$ cat src/logic/fics_pkg.sv
package fics_pkg;
  // register offsets on the plain register port
  localparam logic [7:0] FICS_ADDR_VPH = 8'hDA;
  localparam logic [7:0] FICS_ADDR_VPL = 8'hDB;
  localparam logic [7:0] FICS_ADDR_SYM = 8'hDE;
  // system mode register fields
  localparam int FICS_SYM_GIE = 0;
  localparam int FICS_SYM_FEN = 1;
  localparam int FICS_SYM_SEL_LO = 2;
  localparam int FICS_SYM_SEL_HI = 4;
  localparam logic [7:0] FICS_SYM_RST = 8'h00;
  localparam logic [7:0] FICS_SYM_MASK = 8'h1F;
  // flags register: fast interrupt status bit position
  localparam int FICS_FLAG_FIS = 1;
  // reserved interrupt level
  localparam logic [2:0] FICS_LVL_RSVD = 3'h5;
  // entry cycle counts
  localparam logic [4:0] FICS_FAST_CYC = 5'h06;
  localparam logic [4:0] FICS_NORM_CYC = 5'h16;
  localparam logic [4:0] FICS_CNT_ONE = 5'h01;
  localparam logic [7:0] FICS_VP_RST = 8'h00;
  localparam logic [15:0] FICS_PC_RST = 16'h0000;
  localparam logic [7:0] FICS_FLG_RST = 8'h00;

  typedef enum logic [1:0] {
    FICS_IDLE = 2'b00,
    FICS_FAST = 2'b01,
    FICS_NORM = 2'b10
  } fics_state_t;
endpackage

$ cat src/logic/fics_cfg_if.sv
`timescale 1ns/1ps
// configuration and pointer traffic between top and its register file
interface fics_cfg_if;
  logic [7:0] system_mode_register;
  logic [15:0] vp;
  logic vp_load;
  logic [15:0] vp_new;
  modport regs (output system_mode_register, output vp, input vp_load, input vp_new);
  modport core (input system_mode_register, input vp, output vp_load, output vp_new);
endinterface

$ cat src/logic/fics_regs.sv
`timescale 1ns/1ps
// software registers: pointer bytes and system mode register
module fics_regs (
  input wire logic clk,
  input wire logic sys_rst,
  input wire logic [7:0] addr,
  input wire logic [7:0] wdata,
  input wire logic wr,
  input wire logic gie_clr,
  input wire logic gie_set,
  fics_cfg_if.regs cfg
);
  typedef struct packed {
    logic [7:0] vph;
    logic [7:0] vpl;
    logic [7:0] system_mode_register;
  } fics_regs_st_t;
  fics_regs_st_t q, d;

  // hardware swap beats a software write to the same pointer
  always_comb begin
    d = q;
    if (wr) begin
      if (addr == fics_pkg::FICS_ADDR_VPH) begin
        d.vph = wdata;
      end else if (addr == fics_pkg::FICS_ADDR_VPL) begin
        d.vpl = wdata;
      end else if (addr == fics_pkg::FICS_ADDR_SYM) begin
        d.system_mode_register = wdata & fics_pkg::FICS_SYM_MASK;
      end
    end
    if (cfg.vp_load) begin
      d.vph = cfg.vp_new[15:8];
      d.vpl = cfg.vp_new[7:0];
    end
    // hardware set of global enable wins over a clear
    if (gie_clr) d.system_mode_register[fics_pkg::FICS_SYM_GIE] = 1'b0;
    if (gie_set) d.system_mode_register[fics_pkg::FICS_SYM_GIE] = 1'b1;
  end

  // pointer bytes are given a value at reset though software may not rely on it
  always_ff @(posedge clk) begin
    if (sys_rst) begin
      // any pointer value is legal after reset
      q <= '{fics_pkg::FICS_VP_RST, fics_pkg::FICS_VP_RST,
             fics_pkg::FICS_SYM_RST};
    end else begin
      q <= d;
    end
  end

  assign cfg.system_mode_register = q.system_mode_register;
  assign cfg.vp = {q.vph, q.vpl};
endmodule

$ cat src/logic/fics_top.sv
`timescale 1ns/1ps
// Contract
// - pointer bytes live at DAh and DBh
// - high byte bits 15-8, low 7-0
// - fast entry 6 cycles, normal 22
// - level select in mode bits 4:2
// - fast only while mode bit 1 set
// - any implemented level selectable, 5 reserved
// - entry saves flags to hidden shadow
// - entry swaps program counter and pointer
// - entry sets fast status flag after save
// - return swaps pointer and counter back
// - return restores flags from shadow
// - return clears fast status flag
// - global enable gates fast interrupts too
// - only enable bit turns fast on
// - acknowledge only at instruction end
// - return sets global enable bit
module fics_top (
  input wire logic clk,
  input wire logic sys_rst,
  input wire logic [7:0] reg_addr,
  input wire logic [7:0] reg_wdata,
  input wire logic reg_wr,
  input wire logic reg_rd,
  output logic [7:0] reg_rdata,
  input wire logic irq_req,
  input wire logic [2:0] irq_level,
  input wire logic instr_end,
  input wire logic global_irq_on_instr,
  input wire logic global_irq_off_instr,
  input wire logic interrupt_return_instr,
  input wire logic [15:0] pc_in,
  input wire logic [7:0] flags_in,
  output logic irq_ack,
  output logic fast_taken,
  output logic entry_busy,
  output logic entry_done,
  output logic pc_load,
  output logic [15:0] pc_out,
  output logic flags_load,
  output logic [7:0] flags_out
);
  fics_cfg_if cfg ();
  logic gie_clr;
  logic gie_set;

  typedef struct packed {
    fics_pkg::fics_state_t st;
    logic [4:0] cnt;
    logic [7:0] shadow;
    logic fast_act;
    logic [7:0] rdata;
    logic ack;
    logic fast;
    logic busy;
    logic done;
    logic pcl;
    logic [15:0] pc;
    logic fl;
    logic [7:0] flg;
    logic vpl;
    logic [15:0] vpn;
    logic gclr;
    logic gset;
  } fics_st_t;
  fics_st_t q, d;

  logic [2:0] sel;
  logic fen;
  logic gie;
  logic sel_ok;
  logic take;
  logic fast_hit;

  fics_regs u_regs (
    .clk(clk),
    .sys_rst(sys_rst),
    .addr(reg_addr),
    .wdata(reg_wdata),
    .wr(reg_wr),
    .gie_clr(gie_clr),
    .gie_set(gie_set),
    .cfg(cfg.regs)
  );

  // decode mode register fields
  always_comb begin
    sel = cfg.system_mode_register[fics_pkg::FICS_SYM_SEL_HI:fics_pkg::FICS_SYM_SEL_LO];
    fen = cfg.system_mode_register[fics_pkg::FICS_SYM_FEN];
    gie = cfg.system_mode_register[fics_pkg::FICS_SYM_GIE];
    sel_ok = (sel != fics_pkg::FICS_LVL_RSVD);
    // requests wait for the instruction boundary and global enable
    take = irq_req && instr_end && gie && !global_irq_off_instr
           && q.st == fics_pkg::FICS_IDLE;
    // fast handling needs the enable bit, a non-reserved select and a request level equal to it
    fast_hit = fen && sel_ok && irq_level == sel;
  end

  // entry and return sequencing
  always_comb begin
    d = q;
    d.ack = 1'b0;
    d.done = 1'b0;
    d.pcl = 1'b0;
    d.fl = 1'b0;
    d.vpl = 1'b0;
    d.gclr = 1'b0;
    d.gset = 1'b0;
    d.rdata = q.rdata;
    if (reg_rd) begin
      // reads of the mode register show live enable state
      if (reg_addr == fics_pkg::FICS_ADDR_VPH) begin
        d.rdata = cfg.vp[15:8];
      end else if (reg_addr == fics_pkg::FICS_ADDR_VPL) begin
        d.rdata = cfg.vp[7:0];
      end else if (reg_addr == fics_pkg::FICS_ADDR_SYM) begin
        d.rdata = cfg.system_mode_register;
      end else begin
        d.rdata = 8'h00;
      end
    end
    if (global_irq_on_instr) d.gset = 1'b1;
    if (global_irq_off_instr) d.gclr = 1'b1;
    case (q.st)
      fics_pkg::FICS_IDLE: begin
        if (take) begin
          d.ack = 1'b1;
          d.busy = 1'b1;
          d.gclr = 1'b1;
          d.gset = 1'b0;
          d.fast = fast_hit;
          if (fast_hit) begin
            d.st = fics_pkg::FICS_FAST;
            d.cnt = fics_pkg::FICS_FAST_CYC - fics_pkg::FICS_CNT_ONE;
            d.shadow = flags_in;
            d.pc = cfg.vp;
            d.pcl = 1'b1;
            d.vpn = pc_in;
            d.vpl = 1'b1;
            d.flg = flags_in;
            d.flg[fics_pkg::FICS_FLAG_FIS] = 1'b1;
            d.fl = 1'b1;
            d.fast_act = 1'b1;
          end else begin
            d.st = fics_pkg::FICS_NORM;
            d.cnt = fics_pkg::FICS_NORM_CYC - fics_pkg::FICS_CNT_ONE;
          end
        end else if (interrupt_return_instr) begin
          d.gset = 1'b1;
          d.gclr = 1'b0;
          // fast end needs the live status flag, not just our copy
          if (q.fast_act && flags_in[fics_pkg::FICS_FLAG_FIS]) begin
            d.pc = cfg.vp;
            d.pcl = 1'b1;
            d.vpn = pc_in;
            d.vpl = 1'b1;
            d.flg = q.shadow;
            d.flg[fics_pkg::FICS_FLAG_FIS] = 1'b0;
            d.fl = 1'b1;
            d.fast_act = 1'b0;
          end
        end
      end
      fics_pkg::FICS_FAST, fics_pkg::FICS_NORM: begin
        // count out the entry cycles the core sequencer must wait
        if (q.cnt == fics_pkg::FICS_CNT_ONE) begin
          d.st = fics_pkg::FICS_IDLE;
          d.busy = 1'b0;
          d.done = 1'b1;
        end
        d.cnt = q.cnt - fics_pkg::FICS_CNT_ONE;
      end
      default: begin
        d.st = fics_pkg::FICS_IDLE;
      end
    endcase
  end

  // state register; shadow flags are internal only and not addressable
  always_ff @(posedge clk) begin
    if (sys_rst) begin
      q <= '{fics_pkg::FICS_IDLE, 5'h00, fics_pkg::FICS_FLG_RST, 1'b0,
             8'h00, 1'b0, 1'b0, 1'b0, 1'b0, 1'b0, fics_pkg::FICS_PC_RST,
             1'b0, fics_pkg::FICS_FLG_RST, 1'b0, fics_pkg::FICS_PC_RST,
             1'b0, 1'b0};
    end else begin
      q <= d;
    end
  end

  // pointer update and enable changes reach the register file one cycle after the decision, the registers a cycle later
  assign cfg.vp_load = q.vpl;
  assign cfg.vp_new = q.vpn;
  assign gie_clr = q.gclr;
  assign gie_set = q.gset;

  assign reg_rdata = q.rdata;
  assign irq_ack = q.ack;
  assign fast_taken = q.fast;
  assign entry_busy = q.busy;
  assign entry_done = q.done;
  assign pc_load = q.pcl;
  assign pc_out = q.pc;
  assign flags_load = q.fl;
  assign flags_out = q.flg;
endmodule
$ cat config.mk
export PLATFORM = sky130hd
export DESIGN_NAME = fics_top
export DESIGN_NICKNAME = d
export VERILOG_FILES = /design/src/logic/fics_pkg.sv /design/src/logic/fics_cfg_if.sv /design/src/logic/fics_regs.sv /design/src/logic/fics_top.sv
export SDC_FILE = /design/constraint.sdc
export NUM_CORES = 1
export LEC_CHECK = 0
export ABC_CLOCK_PERIOD_IN_PS = 1600
export BUFFER_PORTS_ARGS = -buffer_cell sky130_fd_sc_hd__clkbuf_2
export CORE_ASPECT_RATIO = 0.5
export CORE_UTILIZATION = 40
export CTS_CLUSTER_DIAMETER = 60
export DETAILED_ROUTE_END_ITERATION = 16
export HOLD_SLACK_MARGIN = 0.12
export PLACE_DENSITY = 0.68
export SLEW_MARGIN = 5
export SYNTH_ARGS = -nofsm -noshare
export SYNTH_HDL_FRONTEND = slang
export SYNTH_HIERARCHICAL = 1
export SYNTH_SLANG_ARGS = --single-unit
export TNS_END_PERCENT = 100
$ cat constraint.sdc
create_clock -name clk -period 1.6 [get_ports clk]
set_input_delay 0.24 -clock clk [delete_from_list [all_inputs] [get_ports clk]]
set_output_delay 0.24 -clock clk [all_outputs]
set_load 0.01 [all_outputs]
After elaboration in Yosys (flattened, before gate mapping):

Index checks and enable logic that the tools add are counted.

* output and inout port bits: 38
* input bits: 52
* logic and storage cells: 101
* bits in registers: 94

* mux-type cells: 31
* $add $sub $neg: 1
* bitwise logic cells: 4
* eq/ne operators: 14
* reductions and logical operators: 30

Operators by type and width (number)
* 45-bit two-way mux: 2
* 43-bit two-way mux: 2
* 8-bit two-way mux: 5
* 16-bit two-way mux: 2
* 8-bit == test, second input constant: 3
* 24-bit two-way mux: 1
* 15-bit two-way mux: 1
* 4-bit AND reduction: 3
* 2-bit nonzero test: 6
* 5-bit two-way mux: 2
* 5-bit case mux with 2 select lines: 1
* 9-bit two-way mux: 1
* 3-bit != test, second input constant: 3
* 3-bit AND reduction: 3
* 2-bit AND reduction: 4
* 1-bit logical AND: 7
* 1-bit two-way mux: 7
* 7-bit two-way mux: 1
* 2-bit two-way mux: 3
* 2-bit != test, second input constant: 3
* 3-bit nonzero test: 2
* 2-bit OR reduction: 3
* 5-bit by 1-bit == test with 1-bit output, second input constant: 1
* 5-bit by 1-bit subtractor with 5-bit output, second input constant: 1
* other kinds (10): 13

Longest topological paths before layout:

Gate-level depths: netlist (run 1).

* word-level depth: 7
* depth in mapped cells: 10

Hierarchy:

Netlist (run 1), hierarchy kept.

By module, submodules not included
* fics_top: times used 1, sequential area each 1381.3 um^2, area each 3528.4 um^2, cells each 426
* fics_regs: times used 1, sequential area each 420.4 um^2, area each 1171.1 um^2, cells each 140

Worst setup path before layout (run 1):

No wires, ideal clock.

* kind: register to register
* from: reg q[71] in the netlist's numbering
* to: reg q, in the netlist flags_out[0]
* required time: 1483 ps
* period minus slack after synthesis: 1687 ps
* setup time: 117 ps
* slack: -87 ps
* stages on the path, launching flop included: 10
* path buffers: 2
* data arrival time: 1570 ps
* path through: dfxtp_1 > inv_1 > ha_1 > clkbuf_2 > nand2_1 > or3_1 > buf_2 > a21oi_1 > nor3_1 > a22o_1

* cells in the longest elaborated chain, start to end: 4
* elaborated cells between the ends (all ways): 7

RTL lines
* start: declaration: RTL line fics_top.sv:67 `fics_st_t q, d;`
* start signal: assignment: RTL line fics_top.sv:183 `q <= '{fics_pkg::FICS_IDLE, 5'h00, fics_pkg::FICS_FLG_RST, 1'b0,`
* 2-bit zero test (*): RTL line fics_top.sv:95, fics_top.sv:125
* 1-bit logical AND: RTL line fics_top.sv:95 `&& q.st == fics_pkg::FICS_IDLE;`
* 2-bit by 1-bit != test with 1-bit output (no line) / 2-bit nonzero test (equally long branches)
* 4-bit AND reduction (no line)

Mark *: on every way between the ends. The rest lies on a longest branch, timed or not.
A chain may end at the register's enable or synchronous reset.

Worst setup path after layout (run 1):

* from: reg u_regs.q, in the netlist u_regs/cfg.system_mode_register[2]
* to: reg q, in the netlist flags_out[2]

* cells in the longest elaborated chain, start to end: 5
* elaborated cells between the ends (all ways): 6

RTL lines
* start: declaration: RTL line fics_regs.sv:18 `fics_regs_st_t q, d;`
* start signal: assignment: RTL line fics_regs.sv:45 `q <= '{fics_pkg::FICS_VP_RST, fics_pkg::FICS_VP_RST,`
* 3-bit != test: RTL line fics_top.sv:92 `sel_ok = (sel != fics_pkg::FICS_LVL_RSVD);`
* 1-bit logical AND: RTL line fics_top.sv:97 `fast_hit = fen && sel_ok && irq_level == sel;`
* 1-bit logical AND (*): RTL line fics_top.sv:97
* 2-bit by 1-bit != test with 1-bit output (no line) (*)
* 4-bit AND reduction (no line) (*)

Marks and branches as above.

==> PnR_summary.wiki, run 1 <==
{| class="wikitable"
! Metric !! Value
|-
| Clk slew on worst S/H paths || 0.06 ns
|-
| Hold path cells || 3
|-
| # rows || 27
|-
| Total number of nets in the final design || 706
|-
| Clock tree from TritonCTS || yes
|-
| Number of vias after detailed routing || 4316
|-
| Compound-Gate Fraction of Synth Area || 0.223
|-
| Synthesized instance count || 566
|-
| Number of remaining DRC errors || 0
|-
| Worst reg2reg path startpoint || u_regs/cfg.system_mode_register[2]
|-
| Maximum fanout along the worst path || 7
|-
| Commonest cells in the synthesized netlist || 90 x dfxtp_1, 69 x o21ai_0, 45 x nor2b_1
|-
| Post-detail-place hpwl || 8420 um
|-
| Total congestion overflow after global routing || 0
|-
| Overall die area || 12200 um^2
|-
| FF-to-FF path depth || 6
|-
| H-tree levels || 3
|-
| Xor and xnor fraction of the mapped netlist area || 0.00373
|-
| Filler-free cell count of the finished design || 815
|-
| Hold Path Sink || q[65]
|-
| Final Routed Wirelength || 12600 um
|-
| Run status || finished with violations
|-
| Maximum vdd drop || 549 uV
|-
| Routed wirelength normalized by instance count || 15.4 um
|-
| Reg2reg setup slack || -0.04 ns
|-
| Width of the die || 155 um
|-
| Worst path bufs/invs || 1
|-
| Total cell area at the placement stage || 5320 um^2
|-
| Post-synth EDFFs || 0
|-
| Slew @ Worst Pin || 0.512 ns
|-
| PortBufs || 89
|-
| Slew Limit Fails || 0
|-
| Cell-by-cell listing of the critical path || and3b_1 > o2111ai_2 > a21oi_4 > nand2b_4 > buf_4 > a22o_1
|-
| Standby leakage power || 2.27 nW
|-
| Global-route wire length before repair || 19400 um
|-
| Via count of the first global-routing pass || 4028
|-
| Antenna fix cells || 0
|-
| Critical path type || flop to flop
|-
| Post-Place Setup Slack || -0.0841 ns
|-
| Kind of cell adding the most delay to the critical path || compound AO/OA/AOI/OAI gates
|-
| Number of iterations in the first detailed-routing pass || 7
|-
| Vertical extent of the die || 78.6 um
|-
| Top flip-flop cell by instance count after synthesis || dfxtp_1
|-
| Period utilization || 1.03
|-
| Area overhead of the layout relative to synthesis || 24.0%
|-
| Area of the mapped netlist || 4700 um^2
|-
| Post-route worst setup slack || -0.0434 ns
|-
| Multi-input logic area || 2430 um^2
|-
| Clock net sink count || 90
|-
| Initial core utilization || 0.419
|-
| Share of the synthesized area in the top cell type || 0.383
|-
| Buffers from clock root to sink, at most || 2
|-
| Highest attainable clock frequency || 608 MHz
|-
| RSZ-0062 raised after global routing || true
|-
| Count of final setup violators || 28
|-
| Final hold violations || 0
|-
| Arrival time reported for the critical path endpoint || 1.89 ns
|-
| PnR Total Power || 4.77 mW
|-
| Largest net degree at the start of global routing || 69
|-
| Max-cap violation count || 0
|-
| Master cell of the clock root buffer || clkbuf_16
|-
| GRT Overall Usage || 0.202
|-
| Proportion of layout cells with a drive suffix above 1 || 0.299
|-
| Worst hold path startpoint || flags_in[7]
|-
| Dominant combinational cell family by area after synthesis || simple AND/OR/NAND/NOR gates
|-
| Number of hold-repair buffers added at the cts stage || 0
|-
| Required time at the worst-slack endpoint || 1.84 ns
|-
| Relative slew margins || 0.658
|-
| CP max stage cell || dfxtp_2
|-
| Worst setup SP type || flop
|-
| Most frequent cell after synthesis || dfxtp_1
|-
| Max incr delay on CP || 0.37 ns
|-
| Min-Delay Path Class || primary input to flop
|-
| Violated checks || setup timing
|-
| Initial antenna violation count || 0
|-
| Number of distinct library cell variants in the gate-level netlist after synthesis || 59
|-
| Syn avg cell area || 8.30 um^2
|-
| Setup crit end kind || flop
|-
| Utilization after layout || 0.519
|-
| Final estimated routing congestion in global placement || 0.891
|-
| Biggest area consumer among synthesized cells || dfxtp_1
|-
| Clock insertion delay at the later pin of the skew report || 0.35 ns
|-
| Simple-Gate Fraction of Synth Area || 0.235
|-
| DR vias/cell || 5.30
|-
| Post-synthesis async set-or-reset flop share || 0
|-
| Top Ports || 90
|-
| Placeable core region || 11200 um^2
|-
| Final design area excluding fillers || 5830 um^2
|-
| Sequential share of the synthesized area || 0.383
|-
| Largest cells by area after synthesis || dfxtp_1 38%, o21ai_0 7.3%, nor2b_1 6.0%, buf_4 5.8%, nand2b_1 4.7%
|-
| Number of buffers created by CTS || 9
|-
| Antenna-violating nets left || 0
|-
| Mux share of post-synthesis cell area || 0.0319
|-
| Sequential standard cell area || 1810 um^2
|-
| Maximum clock skew at final layout || 0.00805 ns
|-
| Synth warnings || 6
|-
| Worst r2r dst || flags_out[2]
|-
| Final critical delay including setup and external delays || 1.64 ns
|-
| # placed instances || 792
|-
| Filler instances || 1086
|-
| Number of synthesized register bits || 90
|-
| Fraction of the mapped netlist area in adder cells || 0.00799
|-
| Pwr dens || 818 nW/um^2
|-
| Detailed Route Iter0 Violations || 272
|}
how the worst max path moves through the flow:
stage	cells after the start	to	startpoint
2_1_floorplan	9	flags_out[0]	q[71]
3_3_place_gp	6	cfg.vp_new[0]	u_regs/cfg.system_mode_register[2]
3_5_place_dp	6	cfg.vp_new[6]	u_regs/cfg.system_mode_register[2]
4_1_cts	6	cfg.vp_new[10]	u_regs/cfg.system_mode_register[2]
5_1_grt	8	cfg.vp_new[6]	q[71]
6_report	6	flags_out[2]	u_regs/cfg.system_mode_register[2]
metal layers:
| layer | global-route usage | up-vias | wire length (um) |
|---|---|---|---|
| li1 | - | 2137 | - |
| met1 | 0.265 | 2031 | 5960 |
| met2 | 0.324 | 124 | 5640 |
| met4 | 0.0676 | 0 | 215 |
| met5 | 0 | - | 0 |
| met3 | 0.0502 | 24 | 732 |
repair_timing:
item	in CTS	in global routing
buffers inserted	2	0
pin swaps	6	4
endpoints found under the setup margin	42	49
gates cloned	1	4
resized for setup	23	9
kinds of logic after synthesis:
logic type | after synthesis
AND/OR/NAND/NOR | 196
AO/OA/AOI/OAI | 167
buffers and inverters | 92
flip-flops | 90
multiplexers | 15
adder cells (fa/ha/maj) | 3
XOR/XNOR | 2
other | 1
layout make-up:
cell class,count,share of cell area
clock buffer,9,0.0387
clock inverter,7,0.0120
inverter,16,0.0116
multi-input combinational,386,0.418
sequential,90,0.311
tap,159,0.0341
timing repair buffer,148,0.175
registers in the layout (all words and copies together) (netlist names):
name                             cells
cfg.vp_new                          16
entry_busy                           1
entry_done                           1
fast_taken                           1
flags_out                            7
gie_clr                              1
gie_set                              1
irq_ack                              1
pc_load                              1
pc_out                              16
q                                   15
reg_rdata                            8
u_regs/cfg.system_mode_register      5
u_regs/cfg.vp                       16
report_power, final:
part | total [mW] | internal [mW] | leakage [nW] | switching, mW
clock | 2.11 | 1.21 | 0.145 | 0.907
sequential | 2.27 | 2.26 | 0.729 | 0.0112
combinational | 0.384 | 0.180 | 1.40 | 0.204
through the flow:
step                      hold WS (ns)   TNS, ns
final                            0.159    -0.499
after global routing             0.172     -3.16
after CTS                        0.160    -0.218
after detailed placement         0.457     -2.27
after global placement           0.448   -0.0921
after floorplan                  0.380  -0.00116
cell usage in the layout (no fill, tap or decap), drive strengths merged, types with 6 or more instances in the layout:
master	netlist	final
clkbuf	23	101
dfxtp	90	90
o21ai	77	77
buf	53	56
nor2b	45	45
nor2	39	39
nand2b	36	36
a21oi	34	34
nand2	26	26
nand4	17	17
inv	16	16
mux2i	15	15
o31ai	11	11
nor3	11	11
o311ai	8	8
a31oi	8	8
a22o	7	7
o311a	6	6
tightest hold or removal path, cell delays in order:
cell,delay (ns)
clkbuf_2,0.10
mux2i_1,0.07
nor2_1,0.07
(Power assumes the default switching activity.)
==> run 2: changes to the inputs <==
- CORE_ASPECT_RATIO: 0.5 -> unset
==> PnR_summary.wiki, run 2 (synthesis gave the netlist of run 1 again) <==
{| class="wikitable"
! Metric !! Value
|-
| FF-to-FF path depth || 6
|-
| Relative contribution of combinational cells to total power || 0.081
|-
| Maximum vdd drop || 450 uV
|-
| Largest net degree at the start of global routing || 76
|-
| Clock tree from TritonCTS || yes
|-
| Antenna-violating nets left || 0
|-
| Maximum fanout along the worst path || 7
|-
| Worst reg2reg path startpoint || u_regs/cfg.system_mode_register[2]
|-
| Number of buffers created by CTS || 9
|-
| Detailed Route Iter0 Violations || 342
|-
| Clock insertion delay at the later pin of the skew report || 0.34 ns
|-
| Multi-input logic area || 2430 um^2
|-
| Sequential standard cell area || 1810 um^2
|-
| Arrival time reported for the critical path endpoint || 1.90 ns
|-
| Maximum clock skew at final layout || 0.00695 ns
|-
| Standby leakage power || 2.24 nW
|-
| Vertical extent of the die || 110 um
|-
| Highest attainable clock frequency || 594 MHz
|-
| Area overhead of the layout relative to synthesis || 22.5%
|-
| Internal || 3.69 mW
|-
| PnR Total Power || 4.78 mW
|-
| Placeable core region || 11400 um^2
|-
| Max-cap violation count || 0
|-
| Final estimated routing congestion in global placement || 0.879
|-
| Routed wirelength normalized by instance count || 16.3 um
|-
| Final hold violations || 0
|-
| Number of remaining DRC errors || 0
|-
| Initial core utilization || 0.412
|-
| Hold path cells || 3
|-
| Sum of negative setup slack || -0.956 ns
|-
| Number of vias after detailed routing || 4353
|-
| Critical path type || flop to flop
|-
| Count of final setup violators || 40
|-
| Final critical delay including setup and external delays || 1.68 ns
|-
| Slew Limit Fails || 0
|-
| Proportion of layout cells with a drive suffix above 1 || 0.284
|-
| Clk slew on worst S/H paths || 0.06 ns
|-
| Most frequent cells in the layout || 88 x clkbuf_2, 86 x dfxtp_1, 63 x o21ai_0
|-
| Min-Delay Path Class || primary input to flop
|-
| Fraction of power consumed by the clock network || 0.445
|-
| Hold Path Sink || gie_set
|-
| CP max stage cell || dfxtp_2
|-
| Filler instances || 1097
|-
| Final design area excluding fillers || 5760 um^2
|-
| Post-Place Setup Slack || -0.139 ns
|-
| Initial antenna violation count || 0
|-
| Buffers from clock root to sink, at most || 2
|-
| GRT Overall Usage || 0.213
|-
| Post-detail-place hpwl || 9220 um
|-
| Total cell area at the placement stage || 5280 um^2
|-
| Global-route wire length before repair || 19900 um
|-
| Overall die area || 12200 um^2
|-
| Number of hold-repair buffers added at the cts stage || 0
|-
| Reg2reg setup slack || -0.08 ns
|-
| Sw frac || 0.229
|-
| Violated checks || setup timing
|-
| Most common cell after layout, fill and taps aside || clkbuf_2
|-
| Run status || finished with violations
|-
| NetSw || 1.09 mW
|-
| Required time at the worst-slack endpoint || 1.82 ns
|-
| Max incr delay on CP || 0.34 ns
|-
| Top Ports || 90
|-
| Master cell of the clock root buffer || clkbuf_16
|-
| Via count of the first global-routing pass || 4127
|-
| Period utilization || 1.05
|-
| Width of the die || 110 um
|-
| Number of iterations in the first detailed-routing pass || 5
|-
| RSZ-0062 raised after global routing || true
|-
| H-tree levels || 3
|-
| Total number of nets in the final design || 702
|-
| Worst hold path startpoint || global_irq_on_instr
|-
| Pwr dens || 830 nW/um^2
|-
| Setup crit end kind || flop
|-
| Clock net sink count || 90
|-
| Worst r2r dst || q[63]
|-
| Final Routed Wirelength || 12900 um
|-
| PortBufs || 89
|-
| Proportion of power drawn by flip-flops and latches || 0.475
|-
| DR vias/cell || 5.48
|-
| Total congestion overflow after global routing || 0
|-
| Post-route worst setup slack || -0.0828 ns
|-
| # rows || 39
|-
| Cell-by-cell listing of the critical path || and3b_1 > o2111ai_2 > a21oi_4 > buf_6 > mux2i_1 > nor2_1
|-
| Antenna fix cells || 0
|-
| Worst setup SP type || flop
|}
==> run 2: repair_timing <==
action | CTS | global route
endpoints found under the setup margin | 49 | 49
buffers inserted | 1 | 0
gates cloned | 1 | 3
gates resized for setup | 22 | 15
==> run 2: critical path: cells and delay by family, from the launching register on <==
family                 cells  cell delay, ns
AO/OA/AOI/OAI              2            0.48
buffers and inverters      1            0.20
flip-flops                 1            0.34
multiplexers               1            0.25
AND/OR/NAND/NOR            2            0.30
==> run 2: cell type report <==
class	count	area share
Clock inverter	4	0.00891
Clock buffer	12	0.0428
Inverter	16	0.0126
Timing Repair Buffer	144	0.169
Sequential cell	90	0.314
Multi-Input combinational cell	386	0.422
Tap cell	143	0.0311
==> run 2: worst max path at each step <==
stage                                                   from             to  slack, ns  depth (start not counted)
after global placement                                 q[71]  cfg.vp_new[4]      -0.08                          9
after floorplan                                        q[71]   flags_out[0]    -0.0002                          9
after global routing                                   q[71]          q[63]      -0.18                          8
after CTS                 u_regs/cfg.system_mode_register[2]   flags_out[2]      -0.05                          5
final                     u_regs/cfg.system_mode_register[2]          q[63]      -0.08                          6
after detailed placement                global_irq_off_instr  cfg.vp_new[4]      -0.14                          8
==> run 2: stage by stage <==
stage	hold WS (ns)	utilization	std cells
2_1_floorplan	0.380	-	568
3_3_place_gp	0.442	0.463	775
3_5_place_dp	0.458	0.463	775
4_1_cts	0.176	0.494	792
5_1_grt	0.207	0.504	795
6_report	0.185	0.504	795
==> run 2: power groups by stage <==
stage	Combinational [mW]	Sequential, mW	Clock (mW)
2_1_floorplan	0.191	2.32	0
3_3_place_gp	0.364	2.32	0
3_5_place_dp	0.374	2.32	0
4_1_cts	0.377	2.27	2.18
5_1_grt	0.420	2.27	2.26
6_report	0.385	2.27	2.13
==> run 2: routing by layer <==
layer  global-route usage  vias up  routed length, um
met3               0.0388       32                670
met1                0.247     2049               5370
met4               0.0987        0                368
met2                0.378      142               6510
li1                     -     2130                  -
met5                    0        -                  0
==> run 3: changes to the inputs <==
- CELL_PAD_IN_SITES_DETAIL_PLACEMENT: unset -> 2
- CELL_PAD_IN_SITES_GLOBAL_PLACEMENT: unset -> 2
- CORE_UTILIZATION: 40 -> 29
- PLACE_DENSITY: 0.68 -> 0.8
==> PnR_summary.wiki, run 3 (synthesis gave the netlist of run 1 again) <==
{| class="wikitable"
! Metric !! Value
|-
| Filler-free cell count of the finished design || 873
|-
| Period utilization || 1.10
|-
| Total number of nets in the final design || 707
|-
| Origin of the worst setup path || u_regs/cfg.system_mode_register[2]
|-
| Proportion of power drawn by flip-flops and latches || 0.441
|-
| Final design area excluding fillers || 5990 um^2
|-
| Highest attainable clock frequency || 566 MHz
|-
| Initial antenna violation count || 0
|-
| CP max stage cell || dfxtp_4
|-
| Pwr dens || 856 nW/um^2
|-
| PortBufs || 89
|-
| Internal || 3.83 mW
|-
| Detailed Route Iter0 Violations || 215
|-
| Required time at the worst-slack endpoint || 1.85 ns
|-
| Master cell of the clock root buffer || clkbuf_16
|-
| Maximum clock skew at final layout || 0.0127 ns
|-
| Cell-by-cell listing of the critical path || and3b_2 > o2111ai_4 > a21oi_4 > buf_6 > nor3_4 > buf_12 > a22o_1
|-
| Final critical delay including setup and external delays || 1.77 ns
|-
| Setup crit end kind || flop
|-
| # placed instances || 853
|-
| Total congestion overflow after global routing || 0
|-
| Fraction of power consumed by the clock network || 0.471
|-
| GRT Overall Usage || 0.221
|-
| Worst Hold Slack || 0.173 ns
|-
| Clock insertion delay at the later pin of the skew report || 0.37 ns
|-
| Max-cap violation count || 0
|-
| Vertical extent of the die || 129 um
|-
| Most frequent cells in the layout || 88 x dfxtp_1, 88 x clkbuf_2, 47 x buf_4
|-
| Overall die area || 16700 um^2
|-
| Reg2reg setup slack || -0.17 ns
|-
| Slew Limit Fails || 0
|-
| Post-detail-place hpwl || 12500 um
|-
| Relative slew margins || 0.646
|-
| Final hold violations || 0
|-
| Clk slew on worst S/H paths || 0.07 ns
|-
| Routed wirelength normalized by instance count || 21.0 um
|-
| Standby leakage power || 2.31 nW
|-
| H-tree levels || 3
|-
| Worst reg2reg path startpoint || u_regs/cfg.system_mode_register[2]
|-
| DR vias/cell || 5.19
|-
| Proportion of layout cells with a drive suffix above 1 || 0.301
|-
| Critical path type || flop to flop
|-
| Placeable core region || 15800 um^2
|-
| Buffers from clock root to sink, at most || 2
|-
| Antenna fix cells || 0
|-
| Slew @ Worst Pin || 0.524 ns
|-
| Worst setup SP type || flop
|-
| Via count of the first global-routing pass || 4968
|-
| Min-Delay Path Class || primary input to flop
|-
| Number of buffers created by CTS || 9
|-
| Run status || finished with violations
|-
| Utilization after layout || 0.379
|-
| FF-to-FF path depth || 7
|-
| Kind of cell adding the most delay to the critical path || compound AO/OA/AOI/OAI gates
|-
| Worst path bufs/invs || 2
|-
| Max incr delay on CP || 0.37 ns
|-
| RSZ-0062 raised after global routing || true
|-
| Initial core utilization || 0.297
|-
| Number of iterations in the first detailed-routing pass || 4
|-
| Maximum fanout along the worst path || 7
|-
| Top Ports || 90
|-
| Worst hold path startpoint || reg_wdata[5]
|-
| Clock tree from TritonCTS || yes
|-
| Violated checks || setup timing
|-
| Final estimated routing congestion in global placement || 0.851
|-
| Arrival time reported for the critical path endpoint || 2.02 ns
|-
| Number of vias after detailed routing || 4532
|-
| Count of final setup violators || 48
|-
| Relative contribution of combinational cells to total power || 0.087
|-
| Worst r2r dst || flags_out[3]
|-
| Number of gates on the worst path with buffers counted || 7
|-
| Critical Path Sink || flags_out[3]
|-
| Sw frac || 0.253
|-
| Area overhead of the layout relative to synthesis || 27.6%
|-
| Width of the die || 129 um
|-
| Post-route worst setup slack || -0.167 ns
|-
| Sum of negative setup slack || -5.94 ns
|-
| Number of remaining DRC errors || 0
|-
| Antenna-violating nets left || 0
|-
| Largest net degree at the start of global routing || 51
|-
| Total cell area at the placement stage || 5420 um^2
|-
| NetSw || 1.30 mW
|-
| Global-route wire length before repair || 27700 um
|-
| PnR Total Power || 5.13 mW
|-
| Clock net sink count || 90
|-
| # rows || 46
|-
| Post-Place Setup Slack || -0.231 ns
|-
| Final Routed Wirelength || 18400 um
|-
| Maximum vdd drop || 486 uV
|}
[run 3: power by group through the flow]
stage	sequential [mW]	clock, mW	combinational (mW)
2_1_floorplan	2.32	0	0.191
3_3_place_gp	2.32	0	0.381
3_5_place_dp	2.32	0	0.409
4_1_cts	2.26	2.42	0.423
5_1_grt	2.27	2.54	0.477
6_report	2.26	2.42	0.447
[run 3: worst reg2reg max path, cell delays in order, from the launching register on]
cell and delay, ns:
dfxtp_4 0.37, and3b_2 0.27, o2111ai_4 0.16, a21oi_4 0.27, buf_6 0.16, nor3_4 0.05
buf_12 0.15, a22o_1 0.22
[run 3: area by class of cell]
cell class                 count  area (um^2)
clock inverter                 7          100
inverter                      16         62.6
timing repair buffer         149         1030
fill                        1787         9830
multi-input combinational    386         2500
tap                          216          270
sequential                    90         1810
clock buffer                   9          225
[run 3: worst min-delay path by stage]
stage,end,slack [ns],depth (start not counted)
6_report,u_regs/cfg.vp[13],0.17,3
5_1_grt,u_regs/cfg.vp[13],0.18,3
4_1_cts,u_regs/cfg.vp[13],0.17,3
3_5_place_dp,cfg.vp_new[13],0.47,2
3_3_place_gp,q[72],0.44,2
2_1_floorplan,gie_clr,0.38,2
[run 3: per-layer routing]
metal	up-vias	track usage	wire length, um
li1	2129	-	-
met1	2275	0.253	7600
met2	92	0.388	9570
met3	36	0.0566	652
met4	0	0.0983	531
met5	-	0	0
[run 3: timing repair]
action	CTS	global route
gates resized for setup	56	25
hold buffers	0	0
pin swaps	5	11
gates cloned	1	1
endpoints found under the hold margin	0	0
endpoints found under the setup margin	53	53
buffers inserted	2	1
